File: config.mk
export PLATFORM = sky130hd
export DESIGN_NAME = tap_abort_policy
export DESIGN_NICKNAME = d
export VERILOG_FILES = /design/src/tap_abort_policy.v /design/src/tap_track_set.v
export VERILOG_INCLUDE_DIRS = /design/src
export SDC_FILE = /design/constraint.sdc
export NUM_CORES = 1
export LEC_CHECK = 0
export BUFFER_PORTS_ARGS = -buffer_cell sky130_fd_sc_hd__buf_2
export CAP_MARGIN = 20
export CORE_ASPECT_RATIO = 2
export CORE_MARGIN = 2
export CORE_UTILIZATION = 40
export CTS_BUF_LIST = sky130_fd_sc_hd__clkbuf_4 sky130_fd_sc_hd__clkbuf_8 sky130_fd_sc_hd__clkbuf_16
export CTS_CLUSTER_DIAMETER = 50
export DETAILED_ROUTE_END_ITERATION = 6
export GPL_ROUTABILITY_DRIVEN = 0
export GPL_TIMING_DRIVEN = 0
export PLACE_DENSITY_LB_ADDON = 0.12
export SYNTH_ARGS = -nofsm -noshare
export SYNTH_HDL_FRONTEND = slang
export SYNTH_SLANG_ARGS = --single-unit
File: constraint.sdc
create_clock -name CLK -period 9 [get_ports CLK]
set_input_delay 0.9 -clock CLK [delete_from_list [all_inputs] [get_ports CLK]]
set_output_delay 0.9 -clock CLK [all_outputs]
set_load 0.02 [all_outputs]
File: src/tap_consts.vh
`ifndef TAP_CONSTS_VH
`define TAP_CONSTS_VH

// retired instruction classes, as presented by decode on INSTR_CLASS
`define TAP_CLS_W              4
`define TAP_CLS_PLAIN          4'h0
`define TAP_CLS_EXPLICIT_ABORT 4'h1
`define TAP_CLS_ID_QUERY       4'h2
`define TAP_CLS_SPIN_HINT      4'h3
`define TAP_CLS_ENCL_SUP       4'h4
`define TAP_CLS_ENCL_USER      4'h5
`define TAP_CLS_CLEAR_DIR      4'h6
`define TAP_CLS_SET_DIR        4'h7
`define TAP_CLS_NARROW_VEC     4'h8
`define TAP_CLS_WIDE_VEC       4'h9
`define TAP_CLS_IMPL_DEP       4'hA
`define TAP_CLS_FENCE_TS       4'hB
`define TAP_CLS_TXN_INSTR      4'hC

// abort status word layout (accumulator_register image)
`define TAP_ST_W               32
`define TAP_ST_RESET           32'h0000_0000
`define TAP_ST_EXPLICIT        0
`define TAP_ST_RETRY           1
`define TAP_ST_CONFLICT        2
`define TAP_ST_OVERFLOW        3
`define TAP_ST_DEBUG           4
`define TAP_ST_ARG_HI          31
`define TAP_ST_ARG_LO          24
`define TAP_ARG_W              8

// asynchronous event lines
`define TAP_EVT_W              5
`define TAP_EVT_NONE           5'h00

// tracking set geometry
`define TAP_LINE_W             26
`define TAP_TRK_DEPTH          8
`define TAP_TRK_IDX_W          3

// region states
`define TAP_STATE_W            2

`endif

File: src/tap_abort_policy.v
// How it works
// - state commits only on clean region end; aborted updates are discarded.
// - explicit abort, id query, spin hint, enclave leaves always abort.
// - direction flag set/clear aborts only when the flag value changes.
// - pointer, general and status flag work never aborts; vector register work aborts only on a narrow/wide mix.
// - mixing narrow and wide vector instructions may abort, when enabled.
// - implementation-dependent instructions abort only when the policy input enables it.
// - fences, timestamp reads and other unlisted instructions do not abort.
// - transactional instructions accepted at every privilege level; no privilege check.
// - faults, traps, unmasked exceptions in a region are suppressed and abort.
// - would-be virtual machine exit in guest mode aborts instead.
// - synchronous and guest synchronous events suppressed and abort; replay delivers them.
// - asynchronous events abort, are held pending, delivered after rollback.
// - non write-back access or uncached fetch aborts the region.
// - accessed/dirty updates abort if enabled; page walks on own writes abort.
// - on abort the translation caches are squashed of uncommitted writes.
// - detected self or cross modifying code aborts the region.
// - tracking set exhaustion aborts; no capacity is promised.
// - remote write to read line, or remote access to written line, conflicts.
// - coherence traffic flagged as false conflict also aborts.
// - conflict aborts set status bit 2.
// - tracking overflow aborts set status bit 3.
// - explicit abort sets bit 0, argument in 31:24, retry bit clear.
`timescale 1ns/1ps
`include "tap_consts.vh"
module tap_abort_policy (
  input  wire                       CLK,
  input  wire                       RESET,
  input  wire                       TXN_BEGIN,
  input  wire                       TXN_END,
  input  wire                       ROLLBACK_DONE,
  input  wire                       INSTR_VALID,
  input  wire [`TAP_CLS_W-1:0]      INSTR_CLASS,
  input  wire [`TAP_ARG_W-1:0]      INSTR_ARG,
  input  wire                       DIRECTION_FLAG,
  input  wire                       GUEST_MODE,
  input  wire                       WOULD_VM_EXIT,
  input  wire                       IMPL_ABORT_EN,
  input  wire                       VEC_MIX_ABORT_EN,
  input  wire                       AD_UPDATE_ABORT_EN,
  input  wire                       SYNC_EXC,
  input  wire                       SYNC_EXC_DEBUG,
  input  wire                       GUEST_SYNC_EVT,
  input  wire [`TAP_EVT_W-1:0]      ASYNC_EVT,
  input  wire                       MEM_VALID,
  input  wire                       MEM_WRITE,
  input  wire                       MEM_WB,
  input  wire [`TAP_LINE_W-1:0]     MEM_LINE,
  input  wire                       FETCH_UC,
  input  wire                       AD_UPDATE_NEEDED,
  input  wire                       WALK_HITS_OWN,
  input  wire                       SMC_DETECT,
  input  wire                       SNOOP_VALID,
  input  wire                       SNOOP_WRITE,
  input  wire [`TAP_LINE_W-1:0]     SNOOP_LINE,
  input  wire                       FALSE_CONFLICT,
  output reg                        IN_REGION,
  output reg                        ABORT_REQ,
  output reg  [`TAP_ST_W-1:0]       ABORT_STATUS,
  output reg                        COMMIT_OK,
  output reg                        TLB_SQUASH,
  output reg                        SUPPRESS_EXC,
  output reg                        AD_VISIBLE,
  output reg  [`TAP_EVT_W-1:0]      EVT_PENDING,
  output reg  [`TAP_EVT_W-1:0]      EVT_DELIVER
);

  localparam [`TAP_STATE_W-1:0] ST_IDLE     = 2'h0;
  localparam [`TAP_STATE_W-1:0] ST_ACTIVE   = 2'h1;
  localparam [`TAP_STATE_W-1:0] ST_ABORTING = 2'h2;

  reg  [`TAP_STATE_W-1:0]  state;
  reg  [`TAP_STATE_W-1:0]  next_state;
  reg                      used_narrow;
  reg                      used_wide;
  reg                      cause_explicit;
  reg                      cause_always;
  reg                      cause_dir;
  reg                      cause_vec;
  reg                      cause_impl;
  reg                      cause_vmexit;
  reg                      cause_sync;
  reg                      cause_async;
  reg                      cause_mem;
  reg                      cause_walk;
  reg                      cause_smc;
  reg                      cause_conf;
  reg                      cause_ovf;
  reg                      any_cause;
  reg  [`TAP_ST_W-1:0]     next_status;
  wire                     active;
  wire                     trk_conflict;
  wire                     trk_overflow;
  wire                     trk_clear;
  wire                     trk_acc;

  assign active    = (state == ST_ACTIVE);
  // the set restarts empty with every region
  assign trk_clear = (state == ST_IDLE) && TXN_BEGIN;
  // only write-back traffic is tracked; anything else aborts instead
  assign trk_acc   = active && MEM_VALID && MEM_WB;

  tap_track_set u_track (
    .clk       (CLK),
    .reset     (RESET),
    .clear     (trk_clear),
    .acc_valid (trk_acc),
    .acc_write (MEM_WRITE),
    .acc_addr  (MEM_LINE),
    .snp_valid (SNOOP_VALID),
    .snp_write (SNOOP_WRITE),
    .snp_addr  (SNOOP_LINE),
    .conflict  (trk_conflict),
    .overflow  (trk_overflow)
  );

  // instruction causes; they count only while the region is active
  always @* begin
    cause_explicit = 1'b0;
    cause_always   = 1'b0;
    cause_dir      = 1'b0;
    cause_vec      = 1'b0;
    cause_impl     = 1'b0;
    cause_vmexit   = 1'b0;
    if (active && INSTR_VALID) begin
      case (INSTR_CLASS)
        `TAP_CLS_EXPLICIT_ABORT: begin
          cause_explicit = 1'b1;
        end
        `TAP_CLS_ID_QUERY, `TAP_CLS_SPIN_HINT,
        `TAP_CLS_ENCL_SUP, `TAP_CLS_ENCL_USER: begin
          cause_always = 1'b1;
        end
        `TAP_CLS_CLEAR_DIR: begin
          // a no-change write of the flag is harmless
          cause_dir = DIRECTION_FLAG;
        end
        `TAP_CLS_SET_DIR: begin
          cause_dir = !DIRECTION_FLAG;
        end
        `TAP_CLS_NARROW_VEC: begin
          cause_vec = VEC_MIX_ABORT_EN && used_wide;
        end
        `TAP_CLS_WIDE_VEC: begin
          cause_vec = VEC_MIX_ABORT_EN && used_narrow;
        end
        `TAP_CLS_IMPL_DEP: begin
          // off by default: software must not lean on these to abort
          cause_impl = IMPL_ABORT_EN;
        end
        default: begin
          // plain, fence/timestamp and transactional classes raise no cause
          cause_impl = 1'b0;
        end
      endcase
      cause_vmexit = GUEST_MODE && WOULD_VM_EXIT;
    end
  end

  // event causes; they too count only while the region is active
  always @* begin
    cause_sync  = 1'b0;
    cause_async = 1'b0;
    cause_mem   = 1'b0;
    cause_walk  = 1'b0;
    cause_smc   = 1'b0;
    cause_conf  = 1'b0;
    cause_ovf   = 1'b0;
    if (active) begin
      cause_sync  = SYNC_EXC || (GUEST_MODE && GUEST_SYNC_EVT);
      cause_async = |ASYNC_EVT;
      cause_mem   = (MEM_VALID && !MEM_WB) || FETCH_UC;
      cause_walk  = (AD_UPDATE_NEEDED && AD_UPDATE_ABORT_EN) ||
                    WALK_HITS_OWN;
      cause_smc   = SMC_DETECT;
      cause_conf  = trk_conflict || FALSE_CONFLICT;
      cause_ovf   = trk_overflow;
    end
    any_cause = cause_explicit || cause_always || cause_dir || cause_vec ||
                cause_impl || cause_vmexit || cause_sync || cause_async ||
                cause_mem || cause_walk || cause_smc || cause_conf || cause_ovf;
  end

  // status word; many causes may be reported together
  // nesting is not tracked, so no nested-abort cause is ever reported
  always @* begin
    next_status = `TAP_ST_RESET;
    next_status[`TAP_ST_EXPLICIT] = cause_explicit;
    next_status[`TAP_ST_CONFLICT] = cause_conf;
    next_status[`TAP_ST_OVERFLOW] = cause_ovf;
    next_status[`TAP_ST_DEBUG]    = cause_sync && SYNC_EXC && SYNC_EXC_DEBUG;
    // transient causes may succeed on retry, never alongside an explicit abort
    next_status[`TAP_ST_RETRY]    = !cause_explicit && (cause_conf || cause_async);
    if (cause_explicit) begin
      next_status[`TAP_ST_ARG_HI:`TAP_ST_ARG_LO] = INSTR_ARG;
    end
  end

  always @* begin
    next_state = state;
    case (state)
      ST_IDLE: begin
        // no privilege input exists, so every level may open a region
        if (TXN_BEGIN) begin
          next_state = ST_ACTIVE;
        end
      end
      ST_ACTIVE: begin
        // an abort cause in the same cycle as region end beats the commit
        if (any_cause) begin
          next_state = ST_ABORTING;
        end else if (TXN_END) begin
          next_state = ST_IDLE;
        end
      end
      ST_ABORTING: begin
        if (ROLLBACK_DONE) begin
          next_state = ST_IDLE;
        end
      end
      default: begin
        next_state = ST_IDLE;
      end
    endcase
  end

  // region sequencing
  always @(posedge CLK or posedge RESET) begin
    if (RESET) begin
      state     <= ST_IDLE;
      IN_REGION <= 1'b0;
    end else begin
      state     <= next_state;
      IN_REGION <= (next_state != ST_IDLE);
    end
  end

  // only one request per region: later causes are not looked at while aborting
  always @(posedge CLK or posedge RESET) begin
    if (RESET) begin
      ABORT_REQ  <= 1'b0;
      TLB_SQUASH <= 1'b0;
      COMMIT_OK  <= 1'b0;
    end else begin
      ABORT_REQ  <= active && any_cause;
      TLB_SQUASH <= active && any_cause;
      COMMIT_OK  <= active && !any_cause && TXN_END;
    end
  end

  // the status stays readable until the next region starts
  always @(posedge CLK or posedge RESET) begin
    if (RESET) begin
      ABORT_STATUS <= `TAP_ST_RESET;
    end else if (active && any_cause) begin
      ABORT_STATUS <= next_status;
    end else if (trk_clear) begin
      ABORT_STATUS <= `TAP_ST_RESET;
    end
  end

  always @(posedge CLK or posedge RESET) begin
    if (RESET) begin
      SUPPRESS_EXC <= 1'b0;
      AD_VISIBLE   <= 1'b0;
    end else begin
      // exceptions anywhere inside the region never reach software from here
      SUPPRESS_EXC <= (state != ST_IDLE) &&
                      (SYNC_EXC || (GUEST_MODE && GUEST_SYNC_EVT));
      // flag updates leak out only when the policy does not abort on them
      AD_VISIBLE <= active && AD_UPDATE_NEEDED && !AD_UPDATE_ABORT_EN;
    end
  end

  always @(posedge CLK or posedge RESET) begin
    if (RESET) begin
      used_narrow <= 1'b0;
      used_wide   <= 1'b0;
    end else if (trk_clear) begin
      used_narrow <= 1'b0;
      used_wide   <= 1'b0;
    end else if (active && INSTR_VALID) begin
      // vector work itself is fine; only the mix is remembered
      used_narrow <= used_narrow || (INSTR_CLASS == `TAP_CLS_NARROW_VEC);
      used_wide   <= used_wide || (INSTR_CLASS == `TAP_CLS_WIDE_VEC);
    end
  end

  // events pend while a region or its rollback is in flight
  always @(posedge CLK or posedge RESET) begin
    if (RESET) begin
      EVT_PENDING <= `TAP_EVT_NONE;
      EVT_DELIVER <= `TAP_EVT_NONE;
    end else if (state == ST_IDLE) begin
      EVT_DELIVER <= EVT_PENDING | ASYNC_EVT;
      EVT_PENDING <= `TAP_EVT_NONE;
    end else begin
      EVT_DELIVER <= `TAP_EVT_NONE;
      // new arrivals are or-ed in, so none is lost while the region unwinds
      EVT_PENDING <= EVT_PENDING | ASYNC_EVT;
    end
  end

endmodule // tap_abort_policy

File: src/tap_track_set.v
`timescale 1ns/1ps
`include "tap_consts.vh"
module tap_track_set (
  input  wire                       clk,
  input  wire                       reset,
  input  wire                       clear,
  input  wire                       acc_valid,
  input  wire                       acc_write,
  input  wire [`TAP_LINE_W-1:0]     acc_addr,
  input  wire                       snp_valid,
  input  wire                       snp_write,
  input  wire [`TAP_LINE_W-1:0]     snp_addr,
  output reg                        conflict,
  output reg                        overflow
);

  reg  [`TAP_TRK_DEPTH-1:0]  vld;
  reg  [`TAP_TRK_DEPTH-1:0]  wr;
  reg  [`TAP_LINE_W-1:0]     tag [0:`TAP_TRK_DEPTH-1];
  reg                        acc_hit;
  reg  [`TAP_TRK_IDX_W-1:0]  acc_idx;
  reg                        free_found;
  reg  [`TAP_TRK_IDX_W-1:0]  free_idx;
  reg                        snp_hit;
  integer                    i;
  integer                    j;

  always @* begin
    acc_hit    = 1'b0;
    acc_idx    = {`TAP_TRK_IDX_W{1'b0}};
    free_found = 1'b0;
    free_idx   = {`TAP_TRK_IDX_W{1'b0}};
    snp_hit    = 1'b0;
    for (i = 0; i < `TAP_TRK_DEPTH; i = i + 1) begin
      if (vld[i] && (tag[i] == acc_addr)) begin
        acc_hit = 1'b1;
        acc_idx = i[`TAP_TRK_IDX_W-1:0];
      end
      if (!vld[i] && !free_found) begin
        free_found = 1'b1;
        free_idx   = i[`TAP_TRK_IDX_W-1:0];
      end
      // remote write hits a read or written line; remote read hits a written line
      if (vld[i] && (tag[i] == snp_addr) && (snp_write || wr[i])) begin
        snp_hit = 1'b1;
      end
    end
  end

  always @(posedge clk or posedge reset) begin
    if (reset) begin
      vld      <= {`TAP_TRK_DEPTH{1'b0}};
      wr       <= {`TAP_TRK_DEPTH{1'b0}};
      conflict <= 1'b0;
      overflow <= 1'b0;
      for (j = 0; j < `TAP_TRK_DEPTH; j = j + 1) begin
        tag[j] <= {`TAP_LINE_W{1'b0}};
      end
    end else if (clear) begin
      vld      <= {`TAP_TRK_DEPTH{1'b0}};
      wr       <= {`TAP_TRK_DEPTH{1'b0}};
      conflict <= 1'b0;
      overflow <= 1'b0;
    end else begin
      conflict <= snp_valid && snp_hit;
      // no spare entry: the region cannot be tracked any further
      overflow <= acc_valid && !acc_hit && !free_found;
      if (acc_valid) begin
        if (acc_hit) begin
          wr[acc_idx] <= wr[acc_idx] | acc_write;
        end else if (free_found) begin
          vld[free_idx] <= 1'b1;
          wr[free_idx]  <= acc_write;
          tag[free_idx] <= acc_addr;
        end
      end
    end
  end

endmodule // tap_track_set

==> impl_metrics.env, run 1 <==
export IMPL_maxCapViolations=0
export IMPL_ys_top_cells_by_count="xnor2_1, dfrtp_1, mux2_2"
export IMPL_clkSlewWorstSetupHoldPaths_ns=0.07
export IMPL_post_synth_top_count_cell="xnor2_1"
export IMPL_drv_slew=0
export IMPL_wl_mm=63.5
export IMPL_cts_buffers=27
export IMPL_synth_ff_type="dfrtp_1"
export IMPL_grt_pass1_vias=11633
export IMPL_clockBufferDepth=3
export IMPL_die_w_um=144
export IMPL_synth_largest_area_cell="dfrtp_1"
export IMPL_layout_drive_gt1_share_pct=29.4
export IMPL_yosysSeqAreaShare_pct=41.5
export IMPL_io_buffers=69
export IMPL_p_int_uw=2360
export IMPL_num_antenna_cells=0
export IMPL_rsz0062_at_grt="false"
export IMPL_fmax_ghz=0.218
export IMPL_p_sw_share_pct=33.8
export IMPL_pwr_share_seq_pct=40.2
export IMPL_grt_max_degree=102
export IMPL_synth_compound_gate_area_share_pct=3.63
export IMPL_crit_path_end_kind="flip-flop"
export IMPL_dp_hpwl_mm=48.5
export IMPL_p_total_uw=3560
export IMPL_synthTopCellsByArea="dfrtp_1, xnor2_1, mux2_2"
export IMPL_antenna_found_initial=0
export IMPL_start_util_pct=40.4
export IMPL_finalCriticalPeriod_ns=4.59
export IMPL_utilization_pct=45.9
export IMPL_syn_area_um2=15600
export IMPL_vias=11403
export IMPL_fp_dieH_um=283
export IMPL_async_flop_share_pct=100
export IMPL_num_rows=102
export IMPL_leakage_uw=0.00799
export IMPL_status="finished clean"
export IMPL_core_um2=38500
export IMPL_htree_levels=1
export IMPL_stdcell_count=2026
export IMPL_comb_power_share_pct=25.3
export IMPL_final_antenna_net_count=0
export IMPL_fin_nets=1583
export IMPL_criticalPathCategory="in2reg"
export IMPL_synth_fa_ha_area_share_pct=0
export IMPL_synth_edf_count=0
export IMPL_drc=0
export IMPL_ctsHoldBuffers=0
export IMPL_synthCells=1368
export IMPL_area_growth_pct=13.6
export IMPL_yosysTopAreaCellShare_pct=41.5
export IMPL_synth_top_family_by_area="XOR/XNOR gates"
export IMPL_vdd_drop_max_v=0.000154
export IMPL_tightest_slew_ns=1.20
export IMPL_yosys_area_share_xor_xnor_pct=23.4
export IMPL_viasPerCell=5.63
export IMPL_muxShareOfSynthArea_pct=15.7
export IMPL_start_kind="primary input"
export IMPL_pre_cts_slack_ns=4.05
export IMPL_crit_required_ns=9.44
export IMPL_ys_types=66
export IMPL_gr_usage_all_layers_pct=31.4
export IMPL_fin_skew_ns=0.0268
export IMPL_first_iter_violations=737
export IMPL_timing_final_crit_share_pct=50.9
export IMPL_setup_viol=0
export IMPL_hold_viol_final=0
export IMPL_pwr_density_cell_nw_per_um2=201
export IMPL_yosysWarnings=0
export IMPL_cts_setup_buffers=0
export IMPL_p_clk_share_pct=34.5
export IMPL_regToRegSetupSlack_ns=4.62
export IMPL_routedWlPerCell_um=31.3
export IMPL_cts_root_buf="clkbuf_16"
export IMPL_die_area_um2=40600
export IMPL_worstPathMaxFanout=10
export IMPL_multi_input_area_um2=8270
export IMPL_grt_remaining_overflow=0
export IMPL_dr_pass1_iters=5
export IMPL_ys_ff_latch=258
export IMPL_grt_pass1_wl_mm=88.3
export IMPL_io_pins=142
export IMPL_syn_area_per_cell_um2=11.4
export IMPL_worst_skew_pair_late_latency_ns=0.58
export IMPL_setup_ws_ns=4.41
export IMPL_worst_ep_arrival_time_ns=5.03
export IMPL_fill_cells=3676
export IMPL_yosys_area_share_simple_pct=9.83
export IMPL_tns_ns=0
export IMPL_relSlewSlack_pct=19.1
export IMPL_clkSinkCount=258
export IMPL_cts_repair_resized=0
export IMPL_cts_tree="built"
export IMPL_ff_latch_area_um2=6460
export IMPL_p_sw_uw=1210
export IMPL_placed_cells=1980
export IMPL_hold_path_class="in2async"
worst paths after layout:
path                                 startpoint          endpoint  cells past startpoint
worst min-delay path                      RESET  u_track.tag[182]                      2
worst max-delay path               MEM_LINE[11]  u_track.tag[129]                     13
worst max register to register  u_track.tag[66]  u_track.tag[129]                     11
min in group CLK                ABORT_STATUS[2]   ABORT_STATUS[2]                      2
max in group asynchronous                 RESET  u_track.tag[191]                      4
worst min register to register  ABORT_STATUS[2]   ABORT_STATUS[2]                      2
state kept, by name, summed over array words and instances, names as in the netlist, 2 cells and up:
register      count
u_track.tag     208
u_track.vld       8
ABORT_STATUS     13
state             2
u_track.wr        8
EVT_PENDING       5
EVT_DELIVER       5
worst max-delay path: stages:
cell and delay (ns):
buf_4 0.18, buf_4 0.22, xnor2_1 0.82, nand4_1 0.23, nor4_2 0.91, a22oi_2 0.20
nand2_2 0.18, or3_1 0.13, buf_6 0.15, nor3b_1 0.09, buf_2 0.27, buf_2 0.35
mux2_2 0.33
area by class of cell:
type	instances	area share (%)
Tap cell	520	3.68
Sequential cell	258	36.5
Clock buffer	34	4.22
Clock inverter	12	1.08
Inverter	13	0.318
Buffer	128	5.00
Multi-Input combinational cell	987	46.8
Timing Repair Buffer	74	2.43
power groups by stage:
| stage | Clock (uW) | Combinational, uW | Sequential [uW] |
|---|---|---|---|
| after detailed placement | 0 | 883 | 1450 |
| after global routing | 1280 | 945 | 1450 |
| after floorplan | 0 | 522 | 1470 |
| after CTS | 1240 | 888 | 1430 |
| after global placement | 0 | 874 | 1450 |
| final | 1230 | 902 | 1430 |
cells in the final DEF, fill, tap and decap left out, drive strengths merged, types with 19 or more instances in the layout:
cell / instances
buf: 169
clkbuf: 67
conb: 19
dfrtp: 258
mux2: 210
nand2: 21
nand4: 87
nor2: 40
nor3: 20
nor4: 42
xnor2: 283
xor2: 133
layer usage:
layer,vias up,track usage [%],share of wire (%)
met5,-,0,0
met3,196,3.79,4.9
met4,0,28.9,12
met1,5798,33.9,35
met2,496,52.3,49
li1,4913,-,-
metrics by stage:
step	hold slack (ns)	instance area, um^2
after floorplan	0.457	15600
after global placement	0.459	16600
after detailed placement	0.459	16700
after CTS	0.367	17700
after global routing	0.396	17700
final	0.350	17700
logic make-up (layout without fill, tap and decap cells):
family | count (synthesis) | after routing
mux | 211 | 211
other cells | 1 | 19
buf+inv | 141 | 261
flops | 258 | 258
compound gates | 77 | 77
xor+xnor | 416 | 416
simple gates | 264 | 264
Power figures use the tool's default switching activity.
==> run 2, diff against run 1 <==
clock period = 4.05 ns   (was 9 ns; I/O delays follow)
==> run 2 against run 1 <==
  * The flow now finishes with violations (negative setup slack)
  * Die area is the same
  * Clock skew about the same
  * Sequential power grew 120%
  * Sequential share of layout area down 0.44 points
  * Clock power rose by 130%
  * Count of clock-buffer cells in the layout rose by 3
  * Setup slack got worse by 4.4 ns
  * Design area up 1.2%
  * Combinational power up 130%
  * Largest power group unchanged
==> impl_metrics.env, run 2 (synthesis results as in run 1) <==
export IMPL_status="complete, but fails checks"
export IMPL_failed_checks="negative setup slack"
export IMPL_ff2ff_path_depth=11
export IMPL_cts_buffers=29
export IMPL_antenna_found_initial=0
export IMPL_multi_input_area_um2=8280
export IMPL_hold_viol_final=0
export IMPL_layout_drive_gt1_share_pct=30.1
export IMPL_reg_top3="u_track.tag (208), ABORT_STATUS (13)"
export IMPL_criticalPathCategory="reg2reg"
export IMPL_relSlewSlack_pct=24.6
export IMPL_grt_pass1_wl_mm=87.6
export IMPL_gr_usage_all_layers_pct=31.2
export IMPL_placed_cells=1987
export IMPL_fin_nets=1597
export IMPL_crit_path_end_kind="flip-flop"
export IMPL_fill_cells=3756
export IMPL_start_kind="flip-flop"
export IMPL_hold_end="state[0]"
export IMPL_routedWlPerCell_um=30.9
export IMPL_final_antenna_net_count=0
export IMPL_num_rows=102
export IMPL_ff_latch_area_um2=6460
export IMPL_wl_met1_mm=21.8
export IMPL_final_common_cell="xnor2_1"
export IMPL_hold_path_class="in2reg"
export IMPL_worstPathBufferInverterCount=3
export IMPL_tightest_slew_ns=1.13
export IMPL_grt_pass1_vias=11500
export IMPL_crit_top_cell="buf_2"
export IMPL_dr_pass1_iters=7
export IMPL_worstPathCellList="xor2_1 > nor4_1 > and2_4 > nand4_2 > nand4_4 > or3_1 > buf_6 > nor3b_1 > buf_2 > buf_2 > mux2_2"
export IMPL_dp_hpwl_mm=49.1
export IMPL_timing_final_crit_share_pct=101
export IMPL_rr_startpoint="u_track.tag[21]"
export IMPL_drc=0
export IMPL_num_antenna_cells=0
export IMPL_regToRegSetupSlack_ns=-0.03
export IMPL_hold_ws_ns=0.0260
export IMPL_start_util_pct=40.4
export IMPL_die_area_um2=40600
export IMPL_grt_remaining_overflow=0
export IMPL_crit_family="simple AND/OR/NAND/NOR gates"
export IMPL_fmax_ghz=0.245
export IMPL_htree_levels=1
export IMPL_cts_tree="built"
export IMPL_utilization_pct=46.4
export IMPL_first_iter_violations=722
export IMPL_cts_setup_buffers=0
export IMPL_grt_max_degree=43
export IMPL_holdPathStages=2
export IMPL_setup_ws_ns=-0.0349
export IMPL_clockBufferDepth=3
export IMPL_vias=11324
export IMPL_cts_root_buf="clkbuf_16"
export IMPL_worst_ep_arrival_time_ns=4.55
export IMPL_fp_dieH_um=283
export IMPL_die_w_um=144
export IMPL_largest_reg_flops=208
export IMPL_crit_slowest_cell="xor2_1"
export IMPL_regMostFlops="u_track.tag"
export IMPL_area_growth_pct=15.0
export IMPL_drv_slew=0
export IMPL_clkSinkCount=258
export IMPL_met3_length_mm=2.73
export IMPL_pwr_density_cell_nw_per_um2=454
export IMPL_leakage_uw=0.00813
export IMPL_r2r_end="u_track.tag[107]"
export IMPL_rsz0062_at_grt="false"
export IMPL_setup_viol=7
export IMPL_highest_layer="met4"
export IMPL_fin_skew_ns=0.0266
export IMPL_routed_wl_met2_mm=31.3
export IMPL_maxCapViolations=0
export IMPL_io_buffers=69
export IMPL_worst_skew_pair_late_latency_ns=0.60
export IMPL_wl_mm=63.1
export IMPL_core_um2=38500
export IMPL_io_pins=142
export IMPL_crit_required_ns=4.52
export IMPL_max_stage_delay_ns=0.56
export IMPL_hold_start="TXN_END"
export IMPL_finalCriticalPeriod_ns=4.08
export IMPL_final_cell_mix="xnor2_1, dfrtp_1, mux2_2, xor2_1, buf_2"
export IMPL_viasPerCell=5.54
export IMPL_vdd_drop_max_v=0.000300
export IMPL_stdcell_count=2045
export IMPL_worstPathMaxFanout=10
export IMPL_clkSlewWorstSetupHoldPaths_ns=0.07
==> run 2: worst max-delay path by stage <==
stage | from | end | depth (start not counted) | slack (ns)
2_1_floorplan | RESET | ABORT_STATUS[0] | 1 | 0.25
3_3_place_gp | RESET | u_track.tag[192] | 2 | -1.68
3_5_place_dp | MEM_LINE[11] | u_track.tag[159] | 13 | -0.48
4_1_cts | u_track.tag[21] | u_track.tag[188] | 10 | 0.06
5_1_grt | u_track.tag[21] | u_track.tag[129] | 11 | 0.03
6_report | u_track.tag[21] | u_track.tag[107] | 11 | -0.03
==> run 2: per-stage QoR <==
stage | setup TNS [ns] | power [uW] | worst slack [ns] | area, um^2
final | -0.131 | 8130 | -0.0349 | 17900
after CTS | 0 | 8100 | 0.0609 | 17900
after detailed placement | -46.58 | 5220 | -0.479 | 16800
after global routing | 0 | 8370 | 0.0297 | 17900
after floorplan | 0 | 4420 | 0.245 | 15600
after global placement | -572.07 | 5180 | -1.68 | 16600
==> run 2: cell type report <==
| cell class | count | share of cell area (%) |
|---|---|---|
| repair buffers | 86 | 3.14 |
| flip-flops and latches | 258 | 36.1 |
| plain buffers | 128 | 4.94 |
| clock inverters | 16 | 1.13 |
| inverters | 13 | 0.294 |
| clock buffers | 37 | 4.56 |
| multi-input cells | 987 | 46.2 |
| well taps | 520 | 3.63 |
==> run 2: power breakdown <==
group | internal (uW) | switching, uW | total [uW]
logic | 808 | 1250 | 2060
registers | 2880 | 296 | 3180
clock network | 1640 | 1240 | 2880
total | 5340 | 2790 | 8130
==> run 2: per-layer routing <==
metal | vias up | track usage (%)
li1 | 4953 | -
met1 | 5731 | 33.7
met2 | 472 | 53.1
met3 | 168 | 2.92
met4 | 0 | 27.5
met5 | - | 0
==> run 2: timing repair <==
item | in CTS | in global routing
setup endpoints to repair | 15 | 10
resized for setup | 1 | 1
hold buffers | 2 | 0
endpoints found under the hold margin | 25 | 0
